==> config.mk <==
export PLATFORM = sky130hd
export DESIGN_NAME = lfsm_state_map
export DESIGN_NICKNAME = d
export VERILOG_FILES = /design/src/rtl/lfsm_state_map.v /design/src/rtl/lfsm_fr_mem.v
export VERILOG_INCLUDE_DIRS = /design/src /design/src/rtl
export SDC_FILE = /design/constraint.sdc
export NUM_CORES = 2
export LEC_CHECK = 0
export ABC_AREA = 0
export BUFFER_PORTS_ARGS = -buffer_cell sky130_fd_sc_hd__buf_2
export CAP_MARGIN = 20
export CELL_PAD_IN_SITES_DETAIL_PLACEMENT = 1
export CELL_PAD_IN_SITES_GLOBAL_PLACEMENT = 1
export CORE_ASPECT_RATIO = 0.7
export CORE_UTILIZATION = 45
export CTS_BUF_LIST = sky130_fd_sc_hd__clkbuf_4 sky130_fd_sc_hd__clkbuf_8 sky130_fd_sc_hd__clkbuf_16
export CTS_CLUSTER_DIAMETER = 60
export CTS_CLUSTER_SIZE = 14
export DETAILED_ROUTE_END_ITERATION = 8
export PLACE_DENSITY_LB_ADDON = 0.1
export RECOVER_POWER = 25
export SYNTH_ARGS = -nofsm -noshare
export SYNTH_HDL_FRONTEND = slang
export SYNTH_HIERARCHICAL = 1
export SYNTH_SLANG_ARGS = --single-unit
==> constraint.sdc <==
create_clock -name mclk_i -period 2.85 [get_ports mclk_i]
set_input_delay 0.4275 -clock mclk_i [delete_from_list [all_inputs] [get_ports mclk_i]]
set_output_delay 0.4275 -clock mclk_i [all_outputs]
set_load 0.01 [all_outputs]
==> src/rtl/lfsm_consts.vh <==
// constants for the legacy floating-point state mapping block
`ifndef LFSM_CONSTS_VH
`define LFSM_CONSTS_VH

// --------------------------------------------------------------
// register bus map (register indices)
// --------------------------------------------------------------
`define LFSM_ADDR_W 2
`define LFSM_IDX_CONTROL 2'h0
`define LFSM_IDX_STATUS 2'h1
`define LFSM_IDX_OPERAND 2'h2
`define LFSM_IDX_INSTR 2'h3

// --------------------------------------------------------------
// control register fields
// --------------------------------------------------------------
`define LFSM_CTL_SMASK_LSB 0
`define LFSM_CTL_SMASK_MSB 5
`define LFSM_CTL_ONE_BIT 6
`define LFSM_CTL_PREC_LSB 8
`define LFSM_CTL_PREC_MSB 9
`define LFSM_CTL_RND_LSB 10
`define LFSM_CTL_RND_MSB 11
`define LFSM_CTL_INF_BIT 12
`define LFSM_CTL_PMASK_LSB 39
`define LFSM_CTL_PMASK_MSB 44
`define LFSM_CTL_PRND_LSB 45
`define LFSM_CTL_PRND_MSB 46
`define LFSM_CTL_FTZ_BIT 47
`define LFSM_CTL_RESET 64'h0000_1F80_0000_037F

// --------------------------------------------------------------
// status register fields
// --------------------------------------------------------------
`define LFSM_STS_SFLAG_LSB 0
`define LFSM_STS_SFLAG_MSB 5
`define LFSM_STS_SF_BIT 6
`define LFSM_STS_ES_BIT 7
`define LFSM_STS_CC0_BIT 8
`define LFSM_STS_CC1_BIT 9
`define LFSM_STS_CC2_BIT 10
`define LFSM_STS_TOP_LSB 11
`define LFSM_STS_TOP_MSB 13
`define LFSM_STS_CC3_BIT 14
`define LFSM_STS_BUSY_BIT 15
`define LFSM_STS_TAG_LSB 16
`define LFSM_STS_PFLAG_LSB 32
`define LFSM_STS_PFLAG_MSB 37
`define LFSM_TAGS_EMPTY 8'hFF
`define LFSM_TAGS_FULL 8'h00

// --------------------------------------------------------------
// pointer register fields
// --------------------------------------------------------------
`define LFSM_OFS_MSB 31
`define LFSM_SEL_LSB 32
`define LFSM_SEL_MSB 47
`define LFSM_OPC_LSB 48
`define LFSM_OPC_MSB 58

// --------------------------------------------------------------
// physical register file layout
// --------------------------------------------------------------
`define LFSM_FR_W 82
`define LFSM_FR_ENTRIES 24
`define LFSM_FR_BASE 5'h08
`define LFSM_P128_BASE 5'h08
`define LFSM_EXP_LSB 64
`define LFSM_EXP_MSB 80
`define LFSM_SIGN_BIT 81
`define LFSM_P64_EXP 17'h1_FFFF
`define LFSM_P128_EXP 17'h1_003E
`define LFSM_CLASS_VALID 2'h0
`define LFSM_CLASS_ZERO 2'h1
`define LFSM_CLASS_SPECIAL 2'h2
`define LFSM_CLASS_EMPTY 2'h3

// read kinds on the execution read port
`define LFSM_RK_FULL 2'h0
`define LFSM_RK_P64 2'h1
`define LFSM_RK_P128 2'h2

`endif

==> src/rtl/lfsm_state_map.v <==
// legacy floating-point control/status registers and register aliasing
`timescale 1ns/100ps
`include "lfsm_consts.vh"

// Function
// RULE1 - legacy control/status kept apart from native status/control
// RULE2 - control 0..5 scalar masks
// RULE3 - control bit 6 reads one; 7, 32..37 read zero
// RULE4 - control 8..9 scalar precision
// RULE5 - control 10..11 scalar rounding
// RULE6 - control bit 12 infinity select stored only
// RULE7 - control 39..44 packed masks
// RULE8 - control 45..46 packed rounding, 47 flush to zero
// RULE9 - status 0..5 flags, 6 stack fault, 7 summary
// RULE10 - status cc 8..10,14; top 11..13; busy mirrors summary
// RULE11 - tags on even bits 16..30; odd and 39..47 read zero
// RULE12 - native reads give empty tags; legacy reads give classes
// RULE13 - status 32..37 packed flags
// RULE14 - native summary read computed from unmasked flags
// RULE15 - native summary write faults next legacy instruction
// RULE16 - packed64 marks tags full; empty-state marks empty
// RULE17 - capture operand and instruction pointers
// RULE18 - packed64 0..7 alias physical 8..15
// RULE19 - packed64 write: sign, exponent ones; data in mantissa
// RULE20 - packed reads return mantissa only
// RULE21 - packed128 pairs physical 16..31, low even, high odd
// RULE22 - packed128 write: exponent 0x1003E, sign zero
// RULE23 - reserved bits read zero, ignore writes
module lfsm_state_map (
    input wire mclk_i,
    input wire rst_n_i,
    // register port
    input wire [1:0] reg_addr_i,
    input wire [63:0] reg_wdata_i,
    input wire reg_wr_i,
    input wire reg_rd_i,
    input wire reg_legacy_i,
    output reg [63:0] reg_rdata_o,
    // legacy execution: exceptions and status updates
    input wire exc_set_i,
    input wire [5:0] exc_scalar_i,
    input wire exc_stack_fault_i,
    input wire [5:0] exc_packed_i,
    input wire cc_we_i,
    input wire [3:0] cc_i,
    input wire [2:0] top_i,
    input wire ptr_capture_i,
    input wire [31:0] operand_offset_i,
    input wire [15:0] operand_selector_i,
    input wire [31:0] code_offset_i,
    input wire [15:0] code_selector_i,
    input wire [10:0] opcode_i,
    input wire legacy_fp_instr_i,
    input wire packed64_instr_i,
    input wire empty_state_instr_i,
    output reg numeric_fault_o,
    // legacy controls
    output wire [5:0] scalar_masks_o,
    output wire [1:0] precision_select_o,
    output wire [1:0] rounding_select_o,
    output wire [5:0] packed_masks_o,
    output wire [1:0] packed_rounding_o,
    output wire flush_to_zero_o,
    // physical register writes
    input wire fp_wr_i,
    input wire [4:0] fp_wr_idx_i,
    input wire [81:0] fp_wr_data_i,
    input wire p64_wr_i,
    input wire [2:0] p64_wr_idx_i,
    input wire [63:0] p64_wr_data_i,
    input wire p128_wr_i,
    input wire [2:0] p128_wr_idx_i,
    input wire [127:0] p128_wr_data_i,
    // physical register reads
    input wire rd_en_i,
    input wire [1:0] rd_kind_i,
    input wire [4:0] rd_idx_i,
    output reg rd_valid_o,
    output wire [81:0] rd_fp_o,
    output wire [127:0] rd_vec_o
);

    // --------------------------------------------------------------
    // state
    // --------------------------------------------------------------
    reg [5:0] smask_reg, pmask_reg, sflag_reg, pflag_reg;
    reg [1:0] prec_reg, rnd_reg, prnd_reg, rd_kind_reg;
    reg inf_reg, ftz_reg, sf_reg, es_pend_reg;
    reg [3:0] cc_reg;
    reg [2:0] top_reg;
    reg [7:0] tag_reg;
    reg [63:0] opnd_reg, inst_reg;
    reg [15:0] class_reg;
    wire wr_ctl, wr_sts, summary;
    wire [63:0] ctl_view, sts_view;
    wire [15:0] legacy_tags, tag_spread;

    assign wr_ctl = reg_wr_i && (reg_addr_i == `LFSM_IDX_CONTROL);
    assign wr_sts = reg_wr_i && (reg_addr_i == `LFSM_IDX_STATUS);

    // legacy controls leave only through these ports, never the native unit [RULE1]
    assign scalar_masks_o = smask_reg;
    assign precision_select_o = prec_reg;
    assign rounding_select_o = rnd_reg;
    assign packed_masks_o = pmask_reg;
    assign packed_rounding_o = prnd_reg;
    assign flush_to_zero_o = ftz_reg;

    // --------------------------------------------------------------
    // control register
    // --------------------------------------------------------------
    // software write of the writable fields only
    always @(posedge mclk_i or negedge rst_n_i) begin
        if (!rst_n_i) begin
            smask_reg <= 6'h3F;
            prec_reg <= 2'h3;
            rnd_reg <= 2'h0;
            inf_reg <= 1'b0;
            pmask_reg <= 6'h3F;
            prnd_reg <= 2'h0;
            ftz_reg <= 1'b0;
        end else if (wr_ctl) begin
            smask_reg <= reg_wdata_i[`LFSM_CTL_SMASK_MSB:`LFSM_CTL_SMASK_LSB]; // [RULE2]
            prec_reg <= reg_wdata_i[`LFSM_CTL_PREC_MSB:`LFSM_CTL_PREC_LSB]; // [RULE4]
            rnd_reg <= reg_wdata_i[`LFSM_CTL_RND_MSB:`LFSM_CTL_RND_LSB]; // [RULE5]
            inf_reg <= reg_wdata_i[`LFSM_CTL_INF_BIT]; // [RULE6]
            pmask_reg <= reg_wdata_i[`LFSM_CTL_PMASK_MSB:`LFSM_CTL_PMASK_LSB]; // [RULE7]
            prnd_reg <= reg_wdata_i[`LFSM_CTL_PRND_MSB:`LFSM_CTL_PRND_LSB]; // [RULE8]
            ftz_reg <= reg_wdata_i[`LFSM_CTL_FTZ_BIT]; // [RULE8]
        end
    end

    // read view: bit 6 forced one, ignored and reserved bits zero
    assign ctl_view = {16'h0000, ftz_reg, prnd_reg, pmask_reg, 7'h00, // [RULE3] [RULE23]
                       19'h0_0000, inf_reg, rnd_reg, prec_reg, 1'b0, 1'b1, // [RULE3]
                       smask_reg};

    // --------------------------------------------------------------
    // status register
    // --------------------------------------------------------------
    // summary of unmasked pending scalar exceptions plus stack fault
    assign summary = (|(sflag_reg & ~smask_reg)) | sf_reg; // [RULE14]

    // flags: hardware sets win over a software write in the same cycle
    always @(posedge mclk_i or negedge rst_n_i) begin
        if (!rst_n_i) begin
            sflag_reg <= 6'h00;
            sf_reg <= 1'b0;
            pflag_reg <= 6'h00;
        end else begin
            if (wr_sts) begin
                sflag_reg <= reg_wdata_i[`LFSM_STS_SFLAG_MSB:`LFSM_STS_SFLAG_LSB] // [RULE9]
                             | (exc_set_i ? exc_scalar_i : 6'h00);
                sf_reg <= reg_wdata_i[`LFSM_STS_SF_BIT] | (exc_set_i & exc_stack_fault_i);
                pflag_reg <= reg_wdata_i[`LFSM_STS_PFLAG_MSB:`LFSM_STS_PFLAG_LSB] // [RULE13]
                             | (exc_set_i ? exc_packed_i : 6'h00);
            end else if (exc_set_i) begin
                sflag_reg <= sflag_reg | exc_scalar_i; // [RULE9]
                sf_reg <= sf_reg | exc_stack_fault_i;
                pflag_reg <= pflag_reg | exc_packed_i; // [RULE13]
            end
        end
    end

    // condition codes and stack top
    always @(posedge mclk_i or negedge rst_n_i) begin
        if (!rst_n_i) begin
            cc_reg <= 4'h0;
            top_reg <= 3'h0;
        end else if (cc_we_i) begin
            cc_reg <= cc_i; // [RULE10]
            top_reg <= top_i;
        end else if (wr_sts) begin
            cc_reg <= {reg_wdata_i[`LFSM_STS_CC3_BIT], reg_wdata_i[`LFSM_STS_CC2_BIT], // [RULE10]
                       reg_wdata_i[`LFSM_STS_CC1_BIT], reg_wdata_i[`LFSM_STS_CC0_BIT]};
            top_reg <= reg_wdata_i[`LFSM_STS_TOP_MSB:`LFSM_STS_TOP_LSB];
        end
    end

    // tags: instruction events take priority over a software write
    always @(posedge mclk_i or negedge rst_n_i) begin
        if (!rst_n_i) begin
            tag_reg <= `LFSM_TAGS_EMPTY;
        end else if (empty_state_instr_i) begin
            tag_reg <= `LFSM_TAGS_EMPTY; // [RULE16]
        end else if (packed64_instr_i || p64_wr_i) begin
            tag_reg <= `LFSM_TAGS_FULL; // [RULE16]
        end else if (wr_sts) begin
            tag_reg <= {reg_wdata_i[30], reg_wdata_i[28], reg_wdata_i[26], // [RULE11]
                        reg_wdata_i[24], reg_wdata_i[22], reg_wdata_i[20],
                        reg_wdata_i[18], reg_wdata_i[16]};
        end
    end

    // delayed exception pending after a native write of the summary bit
    always @(posedge mclk_i or negedge rst_n_i) begin
        if (!rst_n_i) begin
            es_pend_reg <= 1'b0;
            numeric_fault_o <= 1'b0;
        end else begin
            numeric_fault_o <= legacy_fp_instr_i & (es_pend_reg | summary); // [RULE15]
            if (wr_sts && reg_wdata_i[`LFSM_STS_ES_BIT]) begin
                es_pend_reg <= 1'b1; // [RULE15]
            end else if (legacy_fp_instr_i) begin
                es_pend_reg <= 1'b0;
            end
        end
    end

    // per-register tag classes, and their empty override for legacy reads
    genvar gi;
    generate
        for (gi = 0; gi < 8; gi = gi + 1) begin : g_tag
            assign tag_spread[2*gi+1:2*gi] = {1'b0, tag_reg[gi]}; // [RULE11]
            assign legacy_tags[2*gi+1:2*gi] = tag_reg[gi] ? `LFSM_CLASS_EMPTY // [RULE12]
                                                          : class_reg[2*gi+1:2*gi];
        end
    endgenerate

    // status read view; busy mirrors the computed summary
    assign sts_view = {16'h0000, 9'h000, 1'b0, pflag_reg, // [RULE11] [RULE23]
                       (reg_legacy_i ? legacy_tags : tag_spread), // [RULE12]
                       summary, cc_reg[3], top_reg, cc_reg[2:0], // [RULE10]
                       (reg_legacy_i ? es_pend_reg | summary : summary), // [RULE14]
                       sf_reg, sflag_reg};

    // --------------------------------------------------------------
    // pending exception pointers
    // --------------------------------------------------------------
    always @(posedge mclk_i or negedge rst_n_i) begin
        if (!rst_n_i) begin
            opnd_reg <= 64'h0000_0000_0000_0000;
            inst_reg <= 64'h0000_0000_0000_0000;
        end else if (ptr_capture_i) begin
            opnd_reg <= {16'h0000, operand_selector_i, operand_offset_i}; // [RULE17]
            inst_reg <= {5'h00, opcode_i, code_selector_i, code_offset_i}; // [RULE17]
        end else if (reg_wr_i && (reg_addr_i == `LFSM_IDX_OPERAND)) begin
            opnd_reg <= {16'h0000, reg_wdata_i[`LFSM_SEL_MSB:0]}; // [RULE23]
        end else if (reg_wr_i && (reg_addr_i == `LFSM_IDX_INSTR)) begin
            inst_reg <= {5'h00, reg_wdata_i[`LFSM_OPC_MSB:0]}; // [RULE23]
        end
    end

    // --------------------------------------------------------------
    // register read port, data one cycle after the strobe
    // --------------------------------------------------------------
    always @(posedge mclk_i or negedge rst_n_i) begin
        if (!rst_n_i) begin
            reg_rdata_o <= 64'h0000_0000_0000_0000;
        end else if (reg_rd_i) begin
            case (reg_addr_i)
                `LFSM_IDX_CONTROL: reg_rdata_o <= ctl_view;
                `LFSM_IDX_STATUS: reg_rdata_o <= sts_view;
                `LFSM_IDX_OPERAND: reg_rdata_o <= opnd_reg;
                `LFSM_IDX_INSTR: reg_rdata_o <= inst_reg;
                default: reg_rdata_o <= 64'h0000_0000_0000_0000;
            endcase
        end else begin
            reg_rdata_o <= 64'h0000_0000_0000_0000;
        end
    end

    // --------------------------------------------------------------
    // physical register write arbitration
    // --------------------------------------------------------------
    reg wa_en, wb_en;
    reg [4:0] wa_addr, wb_addr;
    reg [81:0] wa_data, wb_data;
    wire fp_in_range;
    wire [4:0] fp_entry, p128_even;

    assign fp_in_range = (fp_wr_idx_i >= `LFSM_FR_BASE);
    assign fp_entry = fp_wr_idx_i - `LFSM_FR_BASE;
    assign p128_even = `LFSM_P128_BASE + {1'b0, p128_wr_idx_i, 1'b0}; // [RULE21]

    // packed128 uses both ports; packed64 on port b, else native on port a
    always @* begin
        wa_en = 1'b0;
        wa_addr = 5'h00;
        wa_data = {`LFSM_FR_W{1'b0}};
        wb_en = 1'b0;
        wb_addr = 5'h00;
        wb_data = {`LFSM_FR_W{1'b0}};
        if (p128_wr_i) begin
            wa_en = 1'b1;
            wa_addr = p128_even; // [RULE21]
            wa_data = {1'b0, `LFSM_P128_EXP, p128_wr_data_i[63:0]}; // [RULE22]
            wb_en = 1'b1;
            wb_addr = p128_even + 5'h01; // [RULE21]
            wb_data = {1'b0, `LFSM_P128_EXP, p128_wr_data_i[127:64]}; // [RULE22]
        end
        if (p64_wr_i && !p128_wr_i) begin
            wb_en = 1'b1;
            wb_addr = {2'b00, p64_wr_idx_i}; // [RULE18]
            wb_data = {1'b1, `LFSM_P64_EXP, p64_wr_data_i}; // [RULE19]
        end
        if (fp_wr_i && fp_in_range && !p128_wr_i && !p64_wr_i) begin
            wa_en = 1'b1;
            wa_addr = fp_entry;
            wa_data = fp_wr_data_i;
        end
    end

    // class of each register 8..15 tracked as it is written
    function [1:0] fr_class;
        input [81:0] v;
        begin
            fr_class = (v[`LFSM_EXP_MSB:`LFSM_EXP_LSB] == `LFSM_P64_EXP) ? `LFSM_CLASS_SPECIAL
                     : (v[63:0] == 64'h0000_0000_0000_0000) ? `LFSM_CLASS_ZERO
                     : v[63] ? `LFSM_CLASS_VALID : `LFSM_CLASS_SPECIAL;
        end
    endfunction

    generate
        for (gi = 0; gi < 8; gi = gi + 1) begin : g_class
            always @(posedge mclk_i or negedge rst_n_i) begin
                if (!rst_n_i) begin
                    class_reg[2*gi+1:2*gi] <= `LFSM_CLASS_ZERO;
                end else if (wb_en && (wb_addr == gi)) begin
                    class_reg[2*gi+1:2*gi] <= fr_class(wb_data); // [RULE12]
                end else if (wa_en && (wa_addr == gi)) begin
                    class_reg[2*gi+1:2*gi] <= fr_class(wa_data); // [RULE12]
                end
            end
        end
    endgenerate

    // --------------------------------------------------------------
    // physical register reads
    // --------------------------------------------------------------
    reg [4:0] ra_addr, rb_addr;
    wire [81:0] ra_data, rb_data;

    // address per read kind
    always @* begin
        ra_addr = 5'h00;
        rb_addr = 5'h00;
        case (rd_kind_i)
            `LFSM_RK_FULL: ra_addr = rd_idx_i - `LFSM_FR_BASE;
            `LFSM_RK_P64: ra_addr = {2'b00, rd_idx_i[2:0]}; // [RULE18]
            `LFSM_RK_P128: begin
                ra_addr = `LFSM_P128_BASE + {1'b0, rd_idx_i[2:0], 1'b0}; // [RULE21]
                rb_addr = `LFSM_P128_BASE + {1'b0, rd_idx_i[2:0], 1'b1};
            end
            default: ra_addr = 5'h00;
        endcase
    end

    always @(posedge mclk_i or negedge rst_n_i) begin
        if (!rst_n_i) begin
            rd_valid_o <= 1'b0;
            rd_kind_reg <= `LFSM_RK_FULL;
        end else begin
            rd_valid_o <= rd_en_i;
            rd_kind_reg <= rd_kind_i;
        end
    end

    // packed views carry only mantissas; high half zero for packed64
    assign rd_fp_o = ra_data;
    assign rd_vec_o = {(rd_kind_reg == `LFSM_RK_P128) ? rb_data[63:0] // [RULE20]
                                                      : 64'h0000_0000_0000_0000,
                       ra_data[63:0]}; // [RULE20]

    lfsm_fr_mem u_mem (
        .mclk_i(mclk_i),
        .rst_n_i(rst_n_i),
        .wa_en_i(wa_en),
        .wa_addr_i(wa_addr),
        .wa_data_i(wa_data),
        .wb_en_i(wb_en),
        .wb_addr_i(wb_addr),
        .wb_data_i(wb_data),
        .ra_addr_i(ra_addr),
        .rb_addr_i(rb_addr),
        .ra_data_o(ra_data),
        .rb_data_o(rb_data)
    );

endmodule

==> src/rtl/lfsm_fr_mem.v <==
// physical floating-point register storage, two write and two read ports
`timescale 1ns/100ps
`include "lfsm_consts.vh"

module lfsm_fr_mem (
    input wire mclk_i,
    input wire rst_n_i,
    input wire wa_en_i,
    input wire [4:0] wa_addr_i,
    input wire [81:0] wa_data_i,
    input wire wb_en_i,
    input wire [4:0] wb_addr_i,
    input wire [81:0] wb_data_i,
    input wire [4:0] ra_addr_i,
    input wire [4:0] rb_addr_i,
    output reg [81:0] ra_data_o,
    output reg [81:0] rb_data_o
);

    reg [81:0] mem [0:23];

    // --------------------------------------------------------------
    // storage writes
    // --------------------------------------------------------------
    always @(posedge mclk_i) begin
        if (wa_en_i) begin
            mem[wa_addr_i] <= wa_data_i;
        end
        if (wb_en_i) begin
            mem[wb_addr_i] <= wb_data_i;
        end
    end

    // --------------------------------------------------------------
    // registered reads
    // --------------------------------------------------------------
    always @(posedge mclk_i or negedge rst_n_i) begin
        if (!rst_n_i) begin
            ra_data_o <= {`LFSM_FR_W{1'b0}};
            rb_data_o <= {`LFSM_FR_W{1'b0}};
        end else begin
            ra_data_o <= mem[ra_addr_i];
            rb_data_o <= mem[rb_addr_i];
        end
    end

endmodule

==> impl_results.md <==
* Routability congestion estimate at 0.915
* Grt total ovfl at 0
* Routed via count at 91,921
* Delay-heaviest family, CP: buffers and inverters
* Max-slew headroom at -30.9%
* # IOs at 795
* Placed insts at 13,533
* Failing checks: capacitance limit, slew limit, setup timing
* Die area at 293,000 µm²
* Final HPWL DP at 335 mm
* Worst setup margin at -0.0219 ns
* Port Buffer Count at 784
* Final Util at 53.9%
* Clk pin slew, worst setup/hold paths at 0.07 ns
* Syn Inst Count at 9,131
* Critical Setup Path Class: input pin to register
* Routed vias/inst at 6.45
* Worst slew pin tran at 1.96 ns
* Top flop regs: u_mem/mem: 1968 flops, u_mem/ra_data_o: 82 flops, u_mem/rb_data_o: 64 flops
* Slowest stage delay, CP at 0.55 ns
* Max-cap violation count at 2
* Req. time, crit path at 3.51 ns
* Status: finished with violations
* Core footprint at 289,000 µm²
* Cell Area, Synth at 131,000 µm²
* Peak VDD IR at 0.000438 V
* Routed Antenna Nets at 0
* CTS Root Cell: clkbuf_16
* Fmax at 348 MHz
* Largest reg by FF count: u_mem/mem
* DRT iter0 DRCs at 9,336
* Crit path capture type: register
* Crit path cell chain: dlygate4sd3_1 > buf_2 > inv_1 > nor2_4 > and2_4 > a21o_4 > buf_12 > buf_4 > mux4_2 > o21ai_0 > o211ai_1
* Vias in the first global route at 95,716
* Max Buffers Root-to-Sink at 4
* Post-route setup TNS at -0.0219 ns
* Leak at 54.5 nW
* First-pass GRT wire length at 723 mm
* Crit path launch: rd_kind_i[1]
* Setup slack, reg-to-reg at 0.63 ns
* DIE WIDTH at 647 µm
* Post-layout min period at 2.87 ns
* RSZ-0062 raised after global routing: false
* Worst reg2reg path endpoint: reg_rdata_o[7]
* RR Startpoint: scalar_masks_o[1]
* Final Non-Filler Cells at 14,251
* Hold endpoint: class_reg[4]
* Power Density at 540 nW/µm²
* Routed WL at 515 mm
* Site row count at 165
* Fin nets at 10,734
* Worst Hold Depth at 5
* Die Y at 453 µm
* Hold crit path type: input pin to register
* DRC Markers at 0
* Layout cell share with drive strength beyond 1 at 43.5%
* CP max-delay cell: dlygate4sd3_1
* Wirelength per Cell at 36.1 µm
* Insertion delay of the later-clocked pin in the worst-skew pair at 0.92 ns
* Final hold vios at 0
* Post-CTS setup buffers at 0
* Worst path buffer plus inverter count at 5
* Period utilization at 101%
* Startpoint types: input pin
* CTS tree: yes
* Area growth from synthesis to layout at 19.0%
* Clock tree sinks at 2,349
* CP arrival at 3.53 ns
* Crit path max fanout at 14
* Synthesis Warnings at 6
* Clock skew at 0.0405 ns
* Synth Area per Inst at 14.3 µm²
* Slew Viols, Final at 76
* Pin count of the biggest net entering global routing at 215
* CTS Buf Count at 207
* Initial antenna violation count at 40
* Endpoints failing setup at 1
* TritonRoute pass-1 iters at 5
* Hold Crit Start: fp_wr_idx_i[2]
* Starting Density at 45.3%
* Total track usage at 34.4%
* R2R cell count at 6
* Max reg flops at 1,968
* CTS H-tree depth at 4
==> worst register-to-register path: cells and delay by family, from the launching register on <==
family                 cells  cell delay, ns
buffers and inverters      2            0.86
flip-flops                 1            0.56
AND/OR/NAND/NOR            2            0.47
AO/OA/AOI/OAI              2            0.24
==> layout by cell type (no fill, tap or decap), types with 245 or more instances in the layout <==
master and count:
mux2_2 2121, edfxtp_1 1968, mux2i_1 975, nand2_1 579
buf_2 564, mux4_2 488, buf_4 418, buf_12 404
dfrtp_1 351, dlygate4sd3_1 331, o21ai_0 297, clkbuf_1 245
==> metrics by stage <==
step / power [W] / worst slack [ns] / hold slack (ns) / area [µm²]
final: 0.0841 / -0.0219 / 0.113 / 156000
after floorplan: 0.0488 / -0.888 / 0.132 / 131000
after CTS: 0.0845 / 0.0372 / 0.00651 / 157000
after global placement: 0.0550 / -0.366 / 0.406 / 147000
after detailed placement: 0.0554 / -0.366 / 0.409 / 147000
after global routing: 0.0864 / 0.0328 / 0.118 / 156000
==> metal layers <==
layer  routed length, µm  share of wire, %  vias up  track usage, %
li1                    -                 -    37681               -
met4               26100               5.1        2            14.8
met2              235000                46     4149            54.1
met3               38700               7.5      938            5.39
met1              215000                42    49151            47.4
met5                  13            0.0025        -               0
==> cell type report <==
cell class / count / area, µm²
Tap cell: 3841 / 4810
Clock inverter: 35 / 337
Antenna cell: 37 / 92.6
Sequential cell: 2349 / 68700
Clock buffer: 314 / 6110
Multi-Input combinational cell: 5656 / 57000
Timing Repair Buffer: 2005 / 18600
Fill cell: 27793 / 133000
Inverter: 14 / 70.1
==> worst max path at each step <==
stage | end | slack, ns | cells after the start
final | u_mem/ra_data_o[33] | -0.02 | 11
after global routing | u_mem/mem[23][1] | 0.03 | 8
after CTS | rd_vec_o[64] | 0.04 | 4
after detailed placement | u_mem/mem[15][6] | -0.37 | 10
after global placement | u_mem/mem[15][11] | -0.37 | 10
after floorplan | u_mem/mem[21][0] | -0.89 | 7
==> power by group <==
part,switching [W],internal (W)
clock network,0.0136,0.0152
registers,0.000973,0.0394
logic,0.00842,0.00647
total,0.0230,0.0611
==> repair_timing <==
item,CTS,global route
hold buffers,331,0
resized for setup,0,0
setup endpoints to repair,0,0
hold endpoints to repair,331,0
No activity file was read; power rests on OpenSTA's default activity.
